[config.mk]
export PLATFORM = sky130hd
export DESIGN_NAME = bsw_bay
export DESIGN_NICKNAME = d
export VERILOG_FILES = /design/src/hw/bsw_pkg.sv /design/src/hw/bsw_bay.sv /design/src/hw/bsw_resume.sv
export SDC_FILE = /design/constraint.sdc
export NUM_CORES = 1
export LEC_CHECK = 0
export BUFFER_PORTS_ARGS = -buffer_cell sky130_fd_sc_hd__buf_4
export CAP_MARGIN = 20
export CELL_PAD_IN_SITES_DETAIL_PLACEMENT = 0
export CELL_PAD_IN_SITES_GLOBAL_PLACEMENT = 1
export CORE_ASPECT_RATIO = 0.6
export CORE_MARGIN = 2
export CORE_UTILIZATION = 40
export CTS_CLUSTER_DIAMETER = 40
export DETAILED_ROUTE_END_ITERATION = 7
export PLACE_DENSITY = 0.89
export SETUP_SLACK_MARGIN = 0.02
export SYNTH_ARGS = -nofsm -noshare
export SYNTH_HDL_FRONTEND = slang
export SYNTH_HIERARCHICAL = 1
export SYNTH_SLANG_ARGS = --single-unit
[constraint.sdc]
create_clock -name clk_in -period 2 [get_ports clk_in]
set_input_delay 0.3 -clock clk_in [delete_from_list [all_inputs] [get_ports clk_in]]
set_output_delay 0.3 -clock clk_in [all_outputs]
set_load 0.01 [all_outputs]
[src/hw/bsw_pkg.sv]
package bsw_pkg;
  localparam logic [7:0] ADDR_CTRL_EVT = 8'h00;
  localparam logic [7:0] ADDR_STATUS = 8'h04;
  localparam logic [7:0] ADDR_WAKE = 8'h08;

  // control/event register fields
  localparam int CTRL_CHG_EN_BIT = 0;
  localparam int CTRL_REMREQ_EN_BIT = 1;
  localparam int CTRL_WAKE_INS_BIT = 2;
  localparam int CTRL_WAKE_REM_BIT = 3;
  localparam int CTRL_REQ_LSB = 4;
  localparam int CTRL_REQ_MSB = 6;
  localparam int CTRL_WAKE_BTN_BIT = 7;
  localparam logic [7:0] CTRL_RESET = 8'h00;

  // status register fields
  localparam int STS_PRESENT_BIT = 0;
  localparam int STS_STATE_LSB = 1;
  localparam int STS_STATE_MSB = 3;
  localparam int STS_INS_FLAG_BIT = 4;
  localparam int STS_REM_FLAG_BIT = 5;
  localparam int STS_BTN_FLAG_BIT = 6;

  // wake register fields
  localparam int WAKE_USB_MODE_BIT = 0;
  localparam int WAKE_PENDING_BIT = 1;

  // request codes
  localparam logic [2:0] REQ_INSERTED = 3'h1;
  localparam logic [2:0] REQ_ENABLED = 3'h2;
  localparam logic [2:0] REQ_REM_REQ = 3'h3;
  localparam logic [2:0] REQ_REM_ALLOW = 3'h4;

  // state readback codes
  localparam logic [2:0] CODE_EMPTY = 3'h0;
  localparam logic [2:0] CODE_INSERTED = 3'h1;
  localparam logic [2:0] CODE_ENABLED = 3'h2;
  localparam logic [2:0] CODE_REM_REQ = 3'h3;
  localparam logic [2:0] CODE_REM_ALLOW = 3'h4;

  // timing
  localparam int CLK_MHZ = 50;
  localparam int RESUME_TIME_US = 1000;
  localparam int RESUME_CYCLES = RESUME_TIME_US * CLK_MHZ;

  typedef enum logic [4:0] {
    ST_EMPTY = 5'h01,
    ST_INSERTED = 5'h02,
    ST_ENABLED = 5'h04,
    ST_REM_REQ = 5'h08,
    ST_REM_ALLOW = 5'h10
  } bsw_state_t;

  typedef struct packed {
    logic [7:0] addr;
    logic [31:0] wdata;
    logic wr;
    logic rd;
  } bsw_bus_req_t;
endpackage

[src/hw/bsw_bay.sv]
// Implementation choices: the strobed register port and the register addresses.
`timescale 1ns/1ps
module bsw_bay #(
  parameter int RESUME_CYCLES = bsw_pkg::RESUME_CYCLES
) (
  input wire logic clk_in,
  input wire logic rst_b_in,
  input wire bsw_pkg::bsw_bus_req_t bus_req_in,
  input wire logic present_in,
  input wire logic remreq_button_in,
  output logic [31:0] rdata_out,
  output logic [4:0] bay_state_out,
  output logic wake_irq_out,
  output logic usb_resume_out
);

  // reset release
  logic rst_sync1_reg;
  logic rst_sync2_reg;
  wire logic rst_n;

  always_ff @(posedge clk_in or negedge rst_b_in) begin
    if (!rst_b_in) begin
      rst_sync1_reg <= 1'b0;
      rst_sync2_reg <= 1'b0;
    end else begin
      rst_sync1_reg <= 1'b1;
      rst_sync2_reg <= rst_sync1_reg;
    end
  end

  assign rst_n = rst_sync2_reg;

  // request code to target state; no code maps to empty, unused codes keep the current state
  function automatic bsw_pkg::bsw_state_t req_target(
    input logic [2:0] code,
    input bsw_pkg::bsw_state_t cur
  );
    case (code)
      bsw_pkg::REQ_INSERTED: req_target = bsw_pkg::ST_INSERTED;
      bsw_pkg::REQ_ENABLED: req_target = bsw_pkg::ST_ENABLED;
      bsw_pkg::REQ_REM_REQ: req_target = bsw_pkg::ST_REM_REQ;
      bsw_pkg::REQ_REM_ALLOW: req_target = bsw_pkg::ST_REM_ALLOW;
      default: req_target = cur;
    endcase
  endfunction

  // one-hot state to readback code
  function automatic logic [2:0] state_code(input bsw_pkg::bsw_state_t st);
    case (st)
      bsw_pkg::ST_EMPTY: state_code = bsw_pkg::CODE_EMPTY;
      bsw_pkg::ST_INSERTED: state_code = bsw_pkg::CODE_INSERTED;
      bsw_pkg::ST_ENABLED: state_code = bsw_pkg::CODE_ENABLED;
      bsw_pkg::ST_REM_REQ: state_code = bsw_pkg::CODE_REM_REQ;
      bsw_pkg::ST_REM_ALLOW: state_code = bsw_pkg::CODE_REM_ALLOW;
      default: state_code = bsw_pkg::CODE_EMPTY;
    endcase
  endfunction

  // address to one-hot register select: bit 0 control, bit 1 status, bit 2 wake
  function automatic logic [2:0] reg_hit(input logic [7:0] addr);
    case (addr)
      bsw_pkg::ADDR_CTRL_EVT: reg_hit = 3'h1;
      bsw_pkg::ADDR_STATUS: reg_hit = 3'h2;
      bsw_pkg::ADDR_WAKE: reg_hit = 3'h4;
      default: reg_hit = 3'h0;
    endcase
  endfunction

  // bus decode
  wire logic [2:0] wr_hit;
  wire logic [2:0] rd_hit;
  wire logic wr_ctrl;
  wire logic wr_status;
  wire logic wr_wake;
  wire logic rd_any;
  wire logic [2:0] req_code;

  assign wr_hit = bus_req_in.wr ? reg_hit(bus_req_in.addr) : 3'h0;
  assign rd_hit = bus_req_in.rd ? reg_hit(bus_req_in.addr) : 3'h0;
  assign wr_ctrl = wr_hit[0];
  assign wr_status = wr_hit[1];
  assign wr_wake = wr_hit[2];
  assign rd_any = bus_req_in.rd;
  assign req_code = bus_req_in.wdata[bsw_pkg::CTRL_REQ_MSB:bsw_pkg::CTRL_REQ_LSB];

  // control/event register: enables only, request field is not stored
  logic chg_en_reg;
  logic remreq_en_reg;
  logic wake_ins_en_reg;
  logic wake_rem_en_reg;
  logic wake_btn_en_reg;
  logic usb_mode_reg;

  always_ff @(posedge clk_in or negedge rst_n) begin
    if (!rst_n) begin
      chg_en_reg <= bsw_pkg::CTRL_RESET[bsw_pkg::CTRL_CHG_EN_BIT];
      remreq_en_reg <= bsw_pkg::CTRL_RESET[bsw_pkg::CTRL_REMREQ_EN_BIT];
      wake_ins_en_reg <= bsw_pkg::CTRL_RESET[bsw_pkg::CTRL_WAKE_INS_BIT];
      wake_rem_en_reg <= bsw_pkg::CTRL_RESET[bsw_pkg::CTRL_WAKE_REM_BIT];
      wake_btn_en_reg <= bsw_pkg::CTRL_RESET[bsw_pkg::CTRL_WAKE_BTN_BIT];
    end else if (wr_ctrl) begin
      chg_en_reg <= bus_req_in.wdata[bsw_pkg::CTRL_CHG_EN_BIT];
      remreq_en_reg <= bus_req_in.wdata[bsw_pkg::CTRL_REMREQ_EN_BIT];
      wake_ins_en_reg <= bus_req_in.wdata[bsw_pkg::CTRL_WAKE_INS_BIT];
      wake_rem_en_reg <= bus_req_in.wdata[bsw_pkg::CTRL_WAKE_REM_BIT];
      wake_btn_en_reg <= bus_req_in.wdata[bsw_pkg::CTRL_WAKE_BTN_BIT];
    end
  end

  always_ff @(posedge clk_in or negedge rst_n) begin
    if (!rst_n) begin
      usb_mode_reg <= 1'b0;
    end else if (wr_wake) begin
      usb_mode_reg <= bus_req_in.wdata[bsw_pkg::WAKE_USB_MODE_BIT];
    end
  end

  // physical events
  logic present_d_reg;
  logic button_d_reg;
  wire logic insert_evt;
  wire logic remove_evt;
  wire logic button_evt;

  always_ff @(posedge clk_in or negedge rst_n) begin
    if (!rst_n) begin
      present_d_reg <= 1'b0;
      button_d_reg <= 1'b0;
    end else begin
      present_d_reg <= present_in;
      button_d_reg <= remreq_button_in;
    end
  end

  assign insert_evt = present_in && !present_d_reg;
  assign remove_evt = !present_in && present_d_reg;
  assign button_evt = remreq_button_in && !button_d_reg;

  // sticky event flags, write one to clear, a new event wins
  // index 0 insert, 1 remove, 2 button, in status bit order
  wire logic [2:0] evt_vec;
  wire logic [2:0] wake_en_vec;
  wire logic [2:0] flag_vec;
  wire logic [2:0] wake_src_vec;

  assign evt_vec = {button_evt, remove_evt, insert_evt};
  assign wake_en_vec = {wake_btn_en_reg, wake_rem_en_reg, wake_ins_en_reg};

  generate
    for (genvar i = 0; i < 3; i++) begin : g_evt_flag
      logic flag_reg;
      logic flag_next;
      wire logic clr;

      assign clr = wr_status && bus_req_in.wdata[bsw_pkg::STS_INS_FLAG_BIT + i];

      always_comb begin
        flag_next = evt_vec[i] || (flag_reg && !clr);
      end

      always_ff @(posedge clk_in or negedge rst_n) begin
        if (!rst_n) begin
          flag_reg <= 1'b0;
        end else begin
          flag_reg <= flag_next;
        end
      end

      assign flag_vec[i] = flag_reg;
      assign wake_src_vec[i] = flag_reg && wake_en_vec[i];
    end
  endgenerate

  // bay state machine
  bsw_pkg::bsw_state_t state_reg;
  bsw_pkg::bsw_state_t state_next;
  bsw_pkg::bsw_state_t sw_target;
  wire logic sw_req;
  wire logic hw_remreq;

  assign sw_req = wr_ctrl && present_in;
  assign hw_remreq = button_evt && remreq_en_reg;

  always_comb begin
    sw_target = req_target(req_code, state_reg);
  end

  always_comb begin
    state_next = state_reg;
    case (state_reg)
      bsw_pkg::ST_EMPTY: begin
        if (!present_in) begin
          state_next = bsw_pkg::ST_EMPTY;
        end else if (insert_evt && chg_en_reg) begin
          state_next = bsw_pkg::ST_INSERTED;
        end else if (sw_req) begin
          state_next = sw_target;
        end
      end
      bsw_pkg::ST_INSERTED: begin
        if (!present_in) begin
          state_next = bsw_pkg::ST_EMPTY;
        end else if (sw_req) begin
          state_next = sw_target;
        end else if (hw_remreq) begin
          state_next = bsw_pkg::ST_REM_REQ;
        end
      end
      bsw_pkg::ST_ENABLED: begin
        if (!present_in) begin
          state_next = bsw_pkg::ST_EMPTY;
        end else if (sw_req) begin
          state_next = sw_target;
        end else if (hw_remreq) begin
          state_next = bsw_pkg::ST_REM_REQ;
        end
      end
      bsw_pkg::ST_REM_REQ: begin
        if (!present_in) begin
          state_next = bsw_pkg::ST_EMPTY;
        end else if (sw_req) begin
          state_next = sw_target;
        end
      end
      bsw_pkg::ST_REM_ALLOW: begin
        if (!present_in) begin
          state_next = bsw_pkg::ST_EMPTY;
        end else if (sw_req) begin
          state_next = sw_target;
        end
      end
      default: begin
        state_next = bsw_pkg::ST_EMPTY;
      end
    endcase
  end

  always_ff @(posedge clk_in or negedge rst_n) begin
    if (!rst_n) begin
      state_reg <= bsw_pkg::ST_EMPTY;
    end else begin
      state_reg <= state_next;
    end
  end

  // wake generation
  wire logic wake_pending;
  logic wake_pending_d_reg;
  logic wake_irq_reg;
  wire logic resume_start;

  assign wake_pending = |wake_src_vec;

  always_ff @(posedge clk_in or negedge rst_n) begin
    if (!rst_n) begin
      wake_pending_d_reg <= 1'b0;
      wake_irq_reg <= 1'b0;
    end else begin
      wake_pending_d_reg <= wake_pending;
      // held off while a resume still runs, so a mode change never overlaps the two
      wake_irq_reg <= wake_pending && !usb_mode_reg && !usb_resume_out;
    end
  end

  assign resume_start = wake_pending && !wake_pending_d_reg && usb_mode_reg;

  bsw_resume #(
    .RESUME_CYCLES(RESUME_CYCLES)
  ) u_resume (
    .clk_in(clk_in),
    .rst_n_in(rst_n),
    .start_in(resume_start),
    .resume_out(usb_resume_out)
  );

  // read path
  wire logic [31:0] ctrl_word;
  wire logic [31:0] status_word;
  wire logic [31:0] wake_word;
  logic [31:0] rd_sel;
  logic [31:0] rdata_reg;

  assign ctrl_word = {24'h000000, wake_btn_en_reg, 3'h0, wake_rem_en_reg,
                      wake_ins_en_reg, remreq_en_reg, chg_en_reg};
  assign status_word = {25'h0, flag_vec, state_code(state_reg), present_in};
  assign wake_word = {30'h0, wake_pending, usb_mode_reg};

  always_comb begin
    case (rd_hit)
      3'h1: rd_sel = ctrl_word;
      3'h2: rd_sel = status_word;
      3'h4: rd_sel = wake_word;
      default: rd_sel = 32'h00000000;
    endcase
  end

  always_ff @(posedge clk_in or negedge rst_n) begin
    if (!rst_n) begin
      rdata_reg <= 32'h00000000;
    end else if (rd_any) begin
      rdata_reg <= rd_sel;
    end else begin
      rdata_reg <= 32'h00000000;
    end
  end

  assign rdata_out = rdata_reg;
  assign bay_state_out = state_reg;
  assign wake_irq_out = wake_irq_reg;
endmodule

[src/hw/bsw_resume.sv]
`timescale 1ns/1ps
module bsw_resume #(
  parameter int RESUME_CYCLES = bsw_pkg::RESUME_CYCLES
) (
  input wire logic clk_in,
  input wire logic rst_n_in,
  input wire logic start_in,
  output logic resume_out
);
  logic [31:0] count_reg;
  logic [31:0] count_next;
  logic resume_reg;
  logic resume_next;
  wire logic done;

  assign done = (count_reg == 32'h00000001);

  always_comb begin
    count_next = count_reg;
    resume_next = resume_reg;
    if (!resume_reg && start_in) begin
      count_next = 32'(RESUME_CYCLES);
      resume_next = 1'b1;
    end else if (resume_reg) begin
      count_next = count_reg - 32'h00000001;
      if (done) begin
        resume_next = 1'b0;
      end
    end
  end

  always_ff @(posedge clk_in or negedge rst_n_in) begin
    if (!rst_n_in) begin
      count_reg <= 32'h00000000;
      resume_reg <= 1'b0;
    end else begin
      count_reg <= count_next;
      resume_reg <= resume_next;
    end
  end

  assign resume_out = resume_reg;
endmodule

Word level (Yosys, flattened, before mapping):

Cells that the tools add are included.

* bits in registers: 85
* input bits: 46
* output and inout bits: 39
* word-level logic and storage cells: 93

* add/subtract/negate cells: 1
* eq/ne operators: 16
* mux-type cells: 20
* reduce and logical (&&, ||, !) cells: 37

Operator list (count)
* $mux W32: 2
* $mux W5: 7
* $eq A32 B1 Y1 const B: 1
* $sub A32 B1 Y32 const B: 1
* $pmux W8 S3: 1
* $logic_and A1 B1 Y1: 20
* $pmux W5 S4: 1
* $pmux W5 S3: 1
* $pmux W3 S4: 1
* $eq A3 B2 Y1 const B: 3
* $logic_not A1 Y1: 9
* $pmux W3 S3: 1
* $eq A8 B3 Y1 const B: 1
* $eq A8 B4 Y1 const B: 1
* $logic_not A8 Y1: 1
* $mux W8: 1
* $eq A3 B1 Y1 const B: 2
* $eq A3 B3 Y1 const B: 2
* $mux W3: 2
* $eq A5 B1 Y1 const B: 1
* $eq A5 B2 Y1 const B: 1
* $eq A5 B3 Y1 const B: 1
* $eq A5 B4 Y1 const B: 1
* $eq A5 B5 Y1 const B: 1
* 6 further kinds: 11

Logic depth before layout (Yosys ltp):

Gate-level depths: netlist of run 1.

* word-level depth: 8
* gate-level depth with buffers: 7
* depth with buffers taken out: 6

Cells and area by module:

Netlist of run 1, hierarchy kept.

By module, submodules not included
* bsw_resume: instances 1, cells an instance 170, area each 1689.1 µm², seq. area each 825.8 µm²
* bsw_bay: instances 1, cells an instance 167, area each 1662.8 µm², seq. area each 701.9 µm²

Least setup slack after synthesis of run 1:

OpenSTA, ideal clock, no wires.

* path kind: register to register
* start point: register u_resume.count_reg[14]
* end point: register u_resume.count_reg[23]
* library setup time: 79 ps
* arrival time: 1864 ps
* data required time: 1921 ps
* setup slack: 57 ps
* stages on the path, launching flop included: 6
* path through: dfrtp_1 or4_1 buf_2 or4_4 nor3_2 mux2i_1

* longest elaborated chain between the ends: 3

Ends and longest elaborated chain
* start, declared: line bsw_resume.sv:10 `logic [31:0] count_reg;`
* start signal, assigned: line bsw_resume.sv:37 `count_reg <= count_next;`
* $sub A32 B1 Y32: line bsw_resume.sv:25 `count_next = count_reg - 32'h00000001;`
* $mux W32: line bsw_resume.sv:24 `end else if (resume_reg) begin`
* $mux W32: line bsw_resume.sv:21 `if (!resume_reg && start_in) begin`

Every way passes these cells. The select of a mux whose other input is x is not followed.
A chain may end at the register's enable or synchronous reset.

Worst setup path in the final report of run 1:

* start point: register u_resume.count_reg[13]
* end point: register u_resume.count_reg[22]

The elaborated chain is that of the path after synthesis.

==> results.py, run 1 <==
metrics = {
    "placement": {
        "pre_cts_ws_ns": -0.0274,
        "dp.cells": 495,
        "place_hpwl_mm": 6.13,
        "place_congestion": 0.883,
        "io_buffers": 36,
    },
    "hold_path": {
        "hold_class": "in2reg",
        "hold_depth": 1,
        "min_from": "remreq_button_in",
        "min_to": "button_d_reg$_DFF_PN0_",
    },
    "critical_path": {
        "max_stage_delay_ns": 0.58,
        "r2r_start": "u_resume/count_reg[13]$_DFFE_PN0P_",
        "crit_fanout": 7,
        "end_kind": "flip-flop",
        "cpMaxStageDelayCell": "or4_4",
        "ff2ff_path_depth": 4,
        "required_ns": 2.20,
        "crit_chain": "or4_4 -> or4_4 -> o211ai_1 -> o31ai_1",
        "start_kind": "flip-flop",
        "r2r-end": "u_resume/count_reg[22]$_DFFE_PN0P_",
        "arrival_ns": 2.06,
        "rrSetupSlack_ns": 0.14,
        "path_class": "reg2reg",
        "cp_common_cell": "or4_4",
    },
    "status": {
        "status": "finished, final reports clean",
    },
    "route": {
        "drtIter0Drc": 222,
        "ant_nets": 0,
        "drc": 0,
        "wl_mm": 8.13,
        "vias_per_cell": 5.51,
        "first_pass_iters": 5,
        "route.vias.total": 2831,
        "routedWlPerCell_um": 15.8,
    },
    "grt": {
        "grt_max_degree": 30,
        "grt_pass1_vias": 2603,
        "track_usage_pct": 19.1,
        "grt_overflow": 0,
        "grt_pass1_wl_mm": 13.2,
        "antenna_found_initial": 0,
    },
    "timing": {
        "setup_viol": 0,
        "fin_crit_sh_pct": 93.0,
        "setup_slack_ns": 0.141,
        "rsz0062_at_grt": "false",
        "min_period_ns": 1.86,
        "slew_headroom_pct": 54.9,
        "tightest_slew_ns": 0.675,
        "finalHoldViolations": 0,
        "fmax_mhz": 538,
        "skew_ns": 0.00411,
        "slew_violations": 0,
    },
    "logic_synthesis": {
        "syn-instance-count": 337,
        "ys.flop_type": "dfrtp_1",
        "ys_types": 62,
        "ys_warn_count": 6,
        "synth_seq_area_share_pct": 45.6,
        "yosys.area.top_type": "dfrtp_1",
        "syn_area_um2": 3350,
        "ys_seq_elements": 61,
        "async_flop_share_pct": 100,
        "synth_area_leaders": "dfrtp_1 45%, buf_4 5.4%, mux2i_1 4.8%, nand2_1 2.9%, nor2_1 2.5%",
        "synth_edf_count": 0,
        "avgSynthCellArea_um2": 9.95,
        "netlist.area_leader.share_pct": 44.8,
    },
    "cts": {
        "cts_tree": "yes",
        "path_clk_slew_ns": 0.05,
        "cts_buffers": 9,
        "clkLatencyLatePin_ns": 0.32,
        "root_buffer": "clkbuf_16",
        "cts.sinks": 61,
        "h-tree-depth": 3,
        "cts_max_path_buffers": 2,
    },
    "final_layout": {
        "largest_reg_flops": 32,
        "layout.cells.most_common_list": "63 x buf_4, 59 x dfrtp_1, 26 x nand2_1",
        "fillerInstances": 723,
        "post-route-util_pct": 52.5,
        "drive_above_1_share_pct": 25.1,
        "regArea_um2": 1530,
        "fin_cells": 514,
        "syn2layout_area_growth_pct": 25.3,
        "layout.cells.most_common": "buf_4",
        "multi_input_area_um2": 1650,
        "diodes": 0,
        "final_nets": 449,
    },
    "power": {
        "vdd_drop_max_mv": 0.543,
        "p_per_area_nw_per_um2": 1000,
        "p_leak_nw": 1.97,
        "power_mw": 4.22,
    },
    "floorplanning": {
        "ioPinCount": 85,
        "rows": 25,
        "die_w_um": 122,
        "die_h_um": 74.9,
        "start_util_pct": 41.9,
        "dieArea_um2": 9150,
        "core_um2": 8010,
    },
    "flow_run": {
        "maxCapViolCount": 0,
    },
}
report_power, final:
group	leakage (nW)	total (mW)	switching, mW	internal, mW
logic	1.08	0.720	0.389	0.332
clock network	0.176	1.85	0.527	1.32
registers	0.711	1.65	0.230	1.42
total	1.97	4.22	1.15	3.07
cell type report:
type | instances | area share, %
multi-input cells | 253 | 39.2
flip-flops and latches | 61 | 36.4
repair buffers | 64 | 11.5
clock buffers | 13 | 6.43
well taps | 108 | 3.22
clock inverters | 3 | 2.14
inverters | 12 | 1.07
critical path, delay by kind of cell (launching register included):
| family | cells | cell delay, ns |
|---|---|---|
| DFF | 1 | 0.37 |
| and+or+nand+nor | 2 | 1.06 |
| AOI/OAI and AO/OA | 2 | 0.31 |
cells by family (layout without fill, tap and decap cells):
logic type,count (synthesis),count (layout),synth area share [%]
AOI/OAI and AO/OA,63,63,13.3
xor gates and xnor gates,4,4,1.05
adders and majority gates,2,2,0.746
buffers and inverters,46,92,8.40
DFF,61,61,45.6
muxes,23,23,7.13
other,2,25,0.224
and+or+nand+nor,136,136,23.6
worst max path at each step:
| stage | startpoint | end | slack, ns | cells past startpoint |
|---|---|---|---|---|
| 6_report | u_resume/count_reg[13]$_DFFE_PN0P_ | u_resume/count_reg[22]$_DFFE_PN0P_ | 0.14 | 4 |
| 5_1_grt | wake_ins_en_reg$_DFFE_PN0N_ | u_resume/count_reg[10]$_DFFE_PN0P_ | 0.03 | 6 |
| 4_1_cts | u_resume/count_reg[14]$_DFFE_PN0P_ | u_resume/count_reg[23]$_DFFE_PN0P_ | 0.07 | 4 |
| 3_5_place_dp | u_resume/count_reg[14]$_DFFE_PN0P_ | u_resume/count_reg[23]$_DFFE_PN0P_ | -0.03 | 4 |
| 3_3_place_gp | u_resume/count_reg[14]$_DFFE_PN0P_ | u_resume/count_reg[23]$_DFFE_PN0P_ | 0.002 | 4 |
| 2_1_floorplan | u_resume/count_reg[14]$_DFFE_PN0P_ | u_resume/count_reg[23]$_DFFE_PN0P_ | 0.06 | 5 |
per-layer routing:
| metal | global-route usage [%] | share of wire [%] | wire length [um] | up-vias |
|---|---|---|---|---|
| met5 | 0 | 0 | 0 | - |
| met4 | 4.47 | 0.58 | 47 | 0 |
| met3 | 6.59 | 8.3 | 674 | 8 |
| met2 | 26.2 | 42 | 3380 | 106 |
| met1 | 28.7 | 49 | 4020 | 1374 |
| li1 | - | - | - | 1343 |
through the flow:
step	hold slack, ns	cell area [um^2]	TNS, ns
3_5_place_dp	0.0871	3800	-0.0531
3_3_place_gp	0.0843	3800	0
6_report	0.0999	4200	0
2_1_floorplan	0.00441	3440	0
5_1_grt	0.0848	4200	0
4_1_cts	0.0850	4170	0
synth_stat cells, drive strengths merged, types with 2 or more instances:
library cell / n
dfrtp: 60
and4b: 2
a211oi: 6
nor4b: 4
o31ai: 8
a21oi: 7
nor3b: 3
o311ai: 5
o211ai: 4
or3: 7
nand4: 12
nand3: 10
ha: 2
nor3: 15
and4: 2
nand4b: 2
conb: 2
inv: 12
and3: 2
mux2i: 16
buf: 29
xor2: 3
mux2: 7
nand2: 26
nor2: 24
nor4: 7
o41ai: 3
o21ai: 11
a22o: 2
or4: 4
o2bb2ai: 2
nand2b: 4
clkbuf: 5
a31oi: 5
nor2b: 6
timing repair:
item | CTS | global route
hold buffers | 1 | 0
hold endpoints to repair | 2 | 0
endpoints found under the setup margin | 2 | 11
pin swaps | 0 | 3
buffers inserted | 0 | 2
resized for setup | 1 | 4
Power figures use the tool's default switching activity.
==> run 2, diff against run 1 <==
Settings changed: CELL_PAD_IN_SITES_DETAIL_PLACEMENT 0 to not set, CELL_PAD_IN_SITES_GLOBAL_PLACEMENT 1 to not set, CORE_MARGIN 2 to not set, CORE_UTILIZATION 40 to 53, PLACE_DENSITY 0.89 to 0.9.
==> run 2 against run 1 <==
Register-to-register slack got worse by 0.07 ns; flip-flop and latch count did not move; die area fell by 27%; sequential power barely moved; global-route usage rose by 6.0 points; final cell count fell by 6.8%; combinational power barely moved; clock power fell by 37%; critical path depth rose by 1; sequential share of layout area rose by 2.3 points; core utilization rose by 12 points; critical endpoint is now u_resume/count_reg[17]$_DFFE_PN0P_; largest cell class unchanged; largest power group is now registers.
==> results.py, run 2 (synthesis results as in run 1) <==
metrics = {
    "critical_path": {
        "ff2ff_path_depth": 5,
        "r2r-end": "u_resume/count_reg[17]$_DFFE_PN0P_",
        "crit_fanout": 6,
        "r2r_start": "u_resume/count_reg[0]$_DFFE_PN0P_",
        "rrSetupSlack_ns": 0.07,
        "end_kind": "flip-flop",
        "start_kind": "flip-flop",
        "path_class": "reg2reg",
        "required_ns": 2.22,
        "arrival_ns": 2.15,
    },
    "placement": {
        "io_buffers": 36,
        "place_area_um2": 3720,
        "place_hpwl_mm": 5.74,
        "place_congestion": 0.953,
        "pre_cts_ws_ns": 0.00341,
    },
    "timing": {
        "tightest_slew_ns": 0.546,
        "fin_tns_setup_ns": 0,
        "slew_headroom_pct": 63.5,
        "skew_ns": 0.00843,
        "setup_viol": 0,
        "min_period_ns": 1.93,
        "finalHoldViolations": 0,
        "slew_violations": 0,
        "fmax_mhz": 519,
        "fin_hold_ws_ns": 0.0787,
        "rsz0062_at_grt": "false",
        "fin_crit_sh_pct": 96.4,
        "setup_slack_ns": 0.0714,
    },
    "cts": {
        "cts_tree": "yes",
        "clkLatencyLatePin_ns": 0.35,
        "path_clk_slew_ns": 0.06,
        "cts_max_path_buffers": 2,
        "cts.sinks": 61,
        "root_buffer": "clkbuf_8",
        "cts_setup_buffers": 0,
        "h-tree-depth": 3,
        "cts_buffers": 9,
    },
    "final_layout": {
        "fin_area_um2": 3950,
        "fillerInstances": 474,
        "regArea_um2": 1530,
        "layout.cells.most_common": "dfrtp_1",
        "final_nets": 438,
        "drive_above_1_share_pct": 22.5,
        "multi_input_area_um2": 1640,
        "largest_reg_flops": 32,
        "layout.cells.most_common_list": "59 x dfrtp_1, 50 x buf_4, 26 x nand2_1",
        "diodes": 0,
        "syn2layout_area_growth_pct": 17.9,
    },
    "route": {
        "routedWlPerCell_um": 16.2,
        "drc": 0,
        "drtIter0Drc": 245,
        "ant_nets": 0,
        "route.vias.total": 2824,
        "vias_per_cell": 5.90,
        "first_pass_iters": 5,
        "wl_mm": 7.78,
    },
    "power": {
        "vdd_drop_max_mv": 0.423,
        "p_per_area_nw_per_um2": 895,
        "p_leak_nw": 1.85,
        "power_mw": 3.54,
    },
    "floorplanning": {
        "start_util_pct": 54.9,
        "rows": 22,
        "core_um2": 6110,
        "dieArea_um2": 6660,
        "die_w_um": 105,
        "die_h_um": 63.6,
        "ioPinCount": 85,
    },
    "grt": {
        "antenna_found_initial": 0,
        "track_usage_pct": 25.1,
        "grt_pass1_vias": 2576,
        "grt_overflow": 0,
        "grt_pass1_wl_mm": 12.7,
        "grt_max_degree": 40,
    },
    "hold_path": {
        "min_to": "button_d_reg$_DFF_PN0_",
        "hold_depth": 1,
        "min_from": "remreq_button_in",
        "hold_class": "in2reg",
    },
    "status": {
        "status": "finished, final reports clean",
    },
    "flow_run": {
        "maxCapViolCount": 0,
    },
}
-- run 2: power breakdown --
part / internal (mW) / switching, mW / total (mW) / leakage (nW)
Clock: 0.695 / 0.471 / 1.17 / 0.107
Combinational: 0.319 / 0.400 / 0.718 / 1.03
Sequential: 1.42 / 0.229 / 1.65 / 0.711
-- run 2: worst max-delay path by stage --
| stage | depth (start not counted) | from | end |
|---|---|---|---|
| floorplan | 5 | u_resume/count_reg[14]$_DFFE_PN0P_ | u_resume/count_reg[23]$_DFFE_PN0P_ |
| global route | 5 | u_resume/count_reg[0]$_DFFE_PN0P_ | u_resume/count_reg[17]$_DFFE_PN0P_ |
| global placement | 4 | u_resume/count_reg[15]$_DFFE_PN0P_ | u_resume/count_reg[23]$_DFFE_PN0P_ |
| detailed placement | 4 | u_resume/count_reg[15]$_DFFE_PN0P_ | u_resume/count_reg[23]$_DFFE_PN0P_ |
| CTS | 4 | u_resume/count_reg[15]$_DFFE_PN0P_ | u_resume/count_reg[23]$_DFFE_PN0P_ |
| finish | 5 | u_resume/count_reg[0]$_DFFE_PN0P_ | u_resume/count_reg[17]$_DFFE_PN0P_ |
-- run 2: area by class of cell --
class / count / share of cell area, %
clock buffer: 11 / 3.32
clock inverter: 5 / 1.90
inverter: 12 / 1.14
multi-input combinational: 253 / 41.5
sequential: 61 / 38.7
tap: 84 / 2.66
timing repair buffer: 53 / 10.8
-- run 2: what timing repair did --
| action | CTS | global route |
|---|---|---|
| hold buffers | 1 | 0 |
| setup endpoints to repair | 1 | 7 |
| endpoints found under the hold margin | 2 | 0 |
| pin swaps | 0 | 1 |
| gates resized for setup | 1 | 4 |
-- run 2: through the flow --
| step | instances | util (%) |
|---|---|---|
| floorplan | 360 | - |
| global placement | 462 | 60.9 |
| detailed placement | 462 | 60.9 |
| CTS | 479 | 64.5 |
| global route | 479 | 64.7 |
| finish | 479 | 64.7 |
-- run 2: routing by layer --
metal  vias to the layer above  routed length (um)  global-route usage (%)
li1                       1311                   -                       -
met2                       161                3390                    36.0
met3                        14                 769                    7.87
met1                      1338                3510                    35.6
met5                         -                   0                       0
met4                         0                 109                    8.80
-- run 2: worst max-delay path, cell delays in order, from the launching register on --
cell      delay [ns]
dfrtp_1         0.45
nor4b_1         0.54
nand4_1         0.15
buf_4           0.18
o311ai_0        0.36
nand2_1         0.11
==> run 3, diff against run 2 <==
Settings changed: PLACE_DENSITY 0.9 to 0.81.
==> run 3 against run 2 <==
Register-to-register slack gained 0.07 ns; worst setup slack better by 0.075 ns; wire length down 5.4%; largest cell class unchanged; highest routed layer unchanged.
==> results.py, run 3 (synthesis results as in run 1) <==
metrics = {
    "power": {
        "p_per_area_nw_per_um2": 867,
        "vdd_drop_max_mv": 0.481,
        "p_leak_nw": 1.85,
    },
    "cts": {
        "h-tree-depth": 3,
        "cts.sinks": 61,
        "cts_buffers": 9,
        "cts_max_path_buffers": 2,
        "clkLatencyLatePin_ns": 0.33,
        "path_clk_slew_ns": 0.07,
        "cts_tree": "yes",
        "root_buffer": "clkbuf_8",
    },
    "critical_path": {
        "r2r-end": "u_resume/count_reg[19]$_DFFE_PN0P_",
        "cp-endpoint": "u_resume/count_reg[19]$_DFFE_PN0P_",
        "r2r_start": "u_resume/count_reg[12]$_DFFE_PN0P_",
        "path_class": "reg2reg",
        "crit_fanout": 7,
        "start_kind": "flip-flop",
        "critPathLaunch": "u_resume/count_reg[12]$_DFFE_PN0P_",
        "rrSetupSlack_ns": 0.15,
        "end_kind": "flip-flop",
        "required_ns": 2.21,
        "ff2ff_path_depth": 4,
        "arrival_ns": 2.06,
    },
    "final_layout": {
        "fin_area_um2": 3960,
        "drive_above_1_share_pct": 23.6,
        "post-route-util_pct": 64.8,
        "diodes": 0,
        "layout.cells.most_common": "dfrtp_1",
        "layout.cells.most_common_list": "58 x dfrtp_1, 54 x buf_4, 26 x nand2_1",
        "final_nets": 441,
        "fin_cells": 482,
        "largest_reg_flops": 32,
        "syn2layout_area_growth_pct": 18.1,
    },
    "placement": {
        "place_congestion": 0.882,
        "place_area_um2": 3720,
        "place_hpwl_mm": 5.55,
        "io_buffers": 36,
        "dp.cells": 463,
    },
    "floorplanning": {
        "ioPinCount": 85,
        "start_util_pct": 54.9,
        "die_w_um": 105,
        "dieArea_um2": 6660,
        "core_um2": 6110,
        "die_h_um": 63.6,
        "rows": 22,
    },
    "grt": {
        "grt_pass1_wl_mm": 12.2,
        "grt_max_degree": 48,
        "track_usage_pct": 23.6,
        "grt_pass1_vias": 2501,
        "antenna_found_initial": 0,
        "grt_overflow": 0,
    },
    "status": {
        "status": "finished, final reports clean",
    },
    "route": {
        "drc": 0,
        "route.vias.total": 2782,
        "vias_per_cell": 5.77,
        "routedWlPerCell_um": 15.3,
        "drtIter0Drc": 212,
        "first_pass_iters": 5,
        "wl_mm": 7.36,
        "ant_nets": 0,
    },
    "timing": {
        "skew_ns": 0.00984,
        "fin_crit_sh_pct": 92.7,
        "slew_violations": 0,
        "rsz0062_at_grt": "false",
        "min_period_ns": 1.85,
        "fmax_mhz": 539,
        "setup_viol": 0,
        "finalHoldViolations": 0,
    },
    "hold_path": {
        "hold_class": "in2reg",
        "min_from": "remreq_button_in",
    },
    "flow_run": {
        "maxCapViolCount": 0,
    },
}
[run 3: changes by cell type in the layout (fill, tap and decap cells not counted), sizes merged]
cell / previous run / this run
buf: 52 / 55
bufinv: 2 / 1
clkbuf: 11 / 12
clkinv: 3 / 2
clkinvlp: 0 / 1
[run 3: critical path, cell delays in order, from the launching register on]
cell	delay [ns]
dfrtp_2	0.44
or4_4	0.53
or3_1	0.37
o311ai_1	0.28
o31ai_1	0.11
[run 3: layout make-up]
type / instances / area (um^2)
multi-input combinational: 253 / 1650
inverter: 12 / 45.0
fill: 485 / 2150
tap: 84 / 105
sequential: 61 / 1530
clock inverter: 4 / 47.5
timing repair buffer: 56 / 435
clock buffer: 12 / 145
[run 3: power by group]
group          switching, mW  internal (mW)  total, mW
Clock                  0.459          0.606       1.06
Combinational          0.398          0.322      0.721
Sequential             0.226           1.42       1.65
[run 3: how the worst min path moves through the flow]
stage / to / slack [ns] / cells past startpoint
floorplan: rst_n$_DFF_PN0_ / 0.004 / 0
CTS: button_d_reg$_DFF_PN0_ / 0.09 / 1
global route: button_d_reg$_DFF_PN0_ / 0.09 / 1
finish: button_d_reg$_DFF_PN0_ / 0.10 / 1
global placement: rst_sync1_reg$_DFF_PN0_ / 0.08 / 1
detailed placement: rst_sync1_reg$_DFF_PN0_ / 0.08 / 1
[run 3: through the flow]
step / hold slack, ns / setup WS [ns] / power [mW] / setup TNS (ns)
floorplan: 0.00441 / 0.0566 / 2.12 / 0
global placement: 0.0841 / 0.0447 / 2.31 / 0
detailed placement: 0.0849 / -0.0140 / 2.36 / -0.0268
CTS: 0.0864 / 0.0266 / 3.44 / 0
global route: 0.0911 / 0.0298 / 3.62 / 0
finish: 0.104 / 0.146 / 3.43 / 0
[run 3: repair_timing]
action / in CTS / in global routing
setup buffers: 0 / 2
endpoints found under the hold margin: 2 / 0
gates resized for setup: 1 / 7
hold buffers: 1 / 0
pin swaps: 0 / 3
setup endpoints to repair: 3 / 18
[run 3: layer usage]
| layer | vias to the layer above | part of all wire, % | global-route usage (%) |
|---|---|---|---|
| met2 | 134 | 41 | 32.9 |
| met5 | - | 0 | 0 |
| met1 | 1313 | 50 | 36.7 |
| li1 | 1324 | - | - |
| met3 | 11 | 7.5 | 4.66 |
| met4 | 0 | 1.0 | 6.87 |
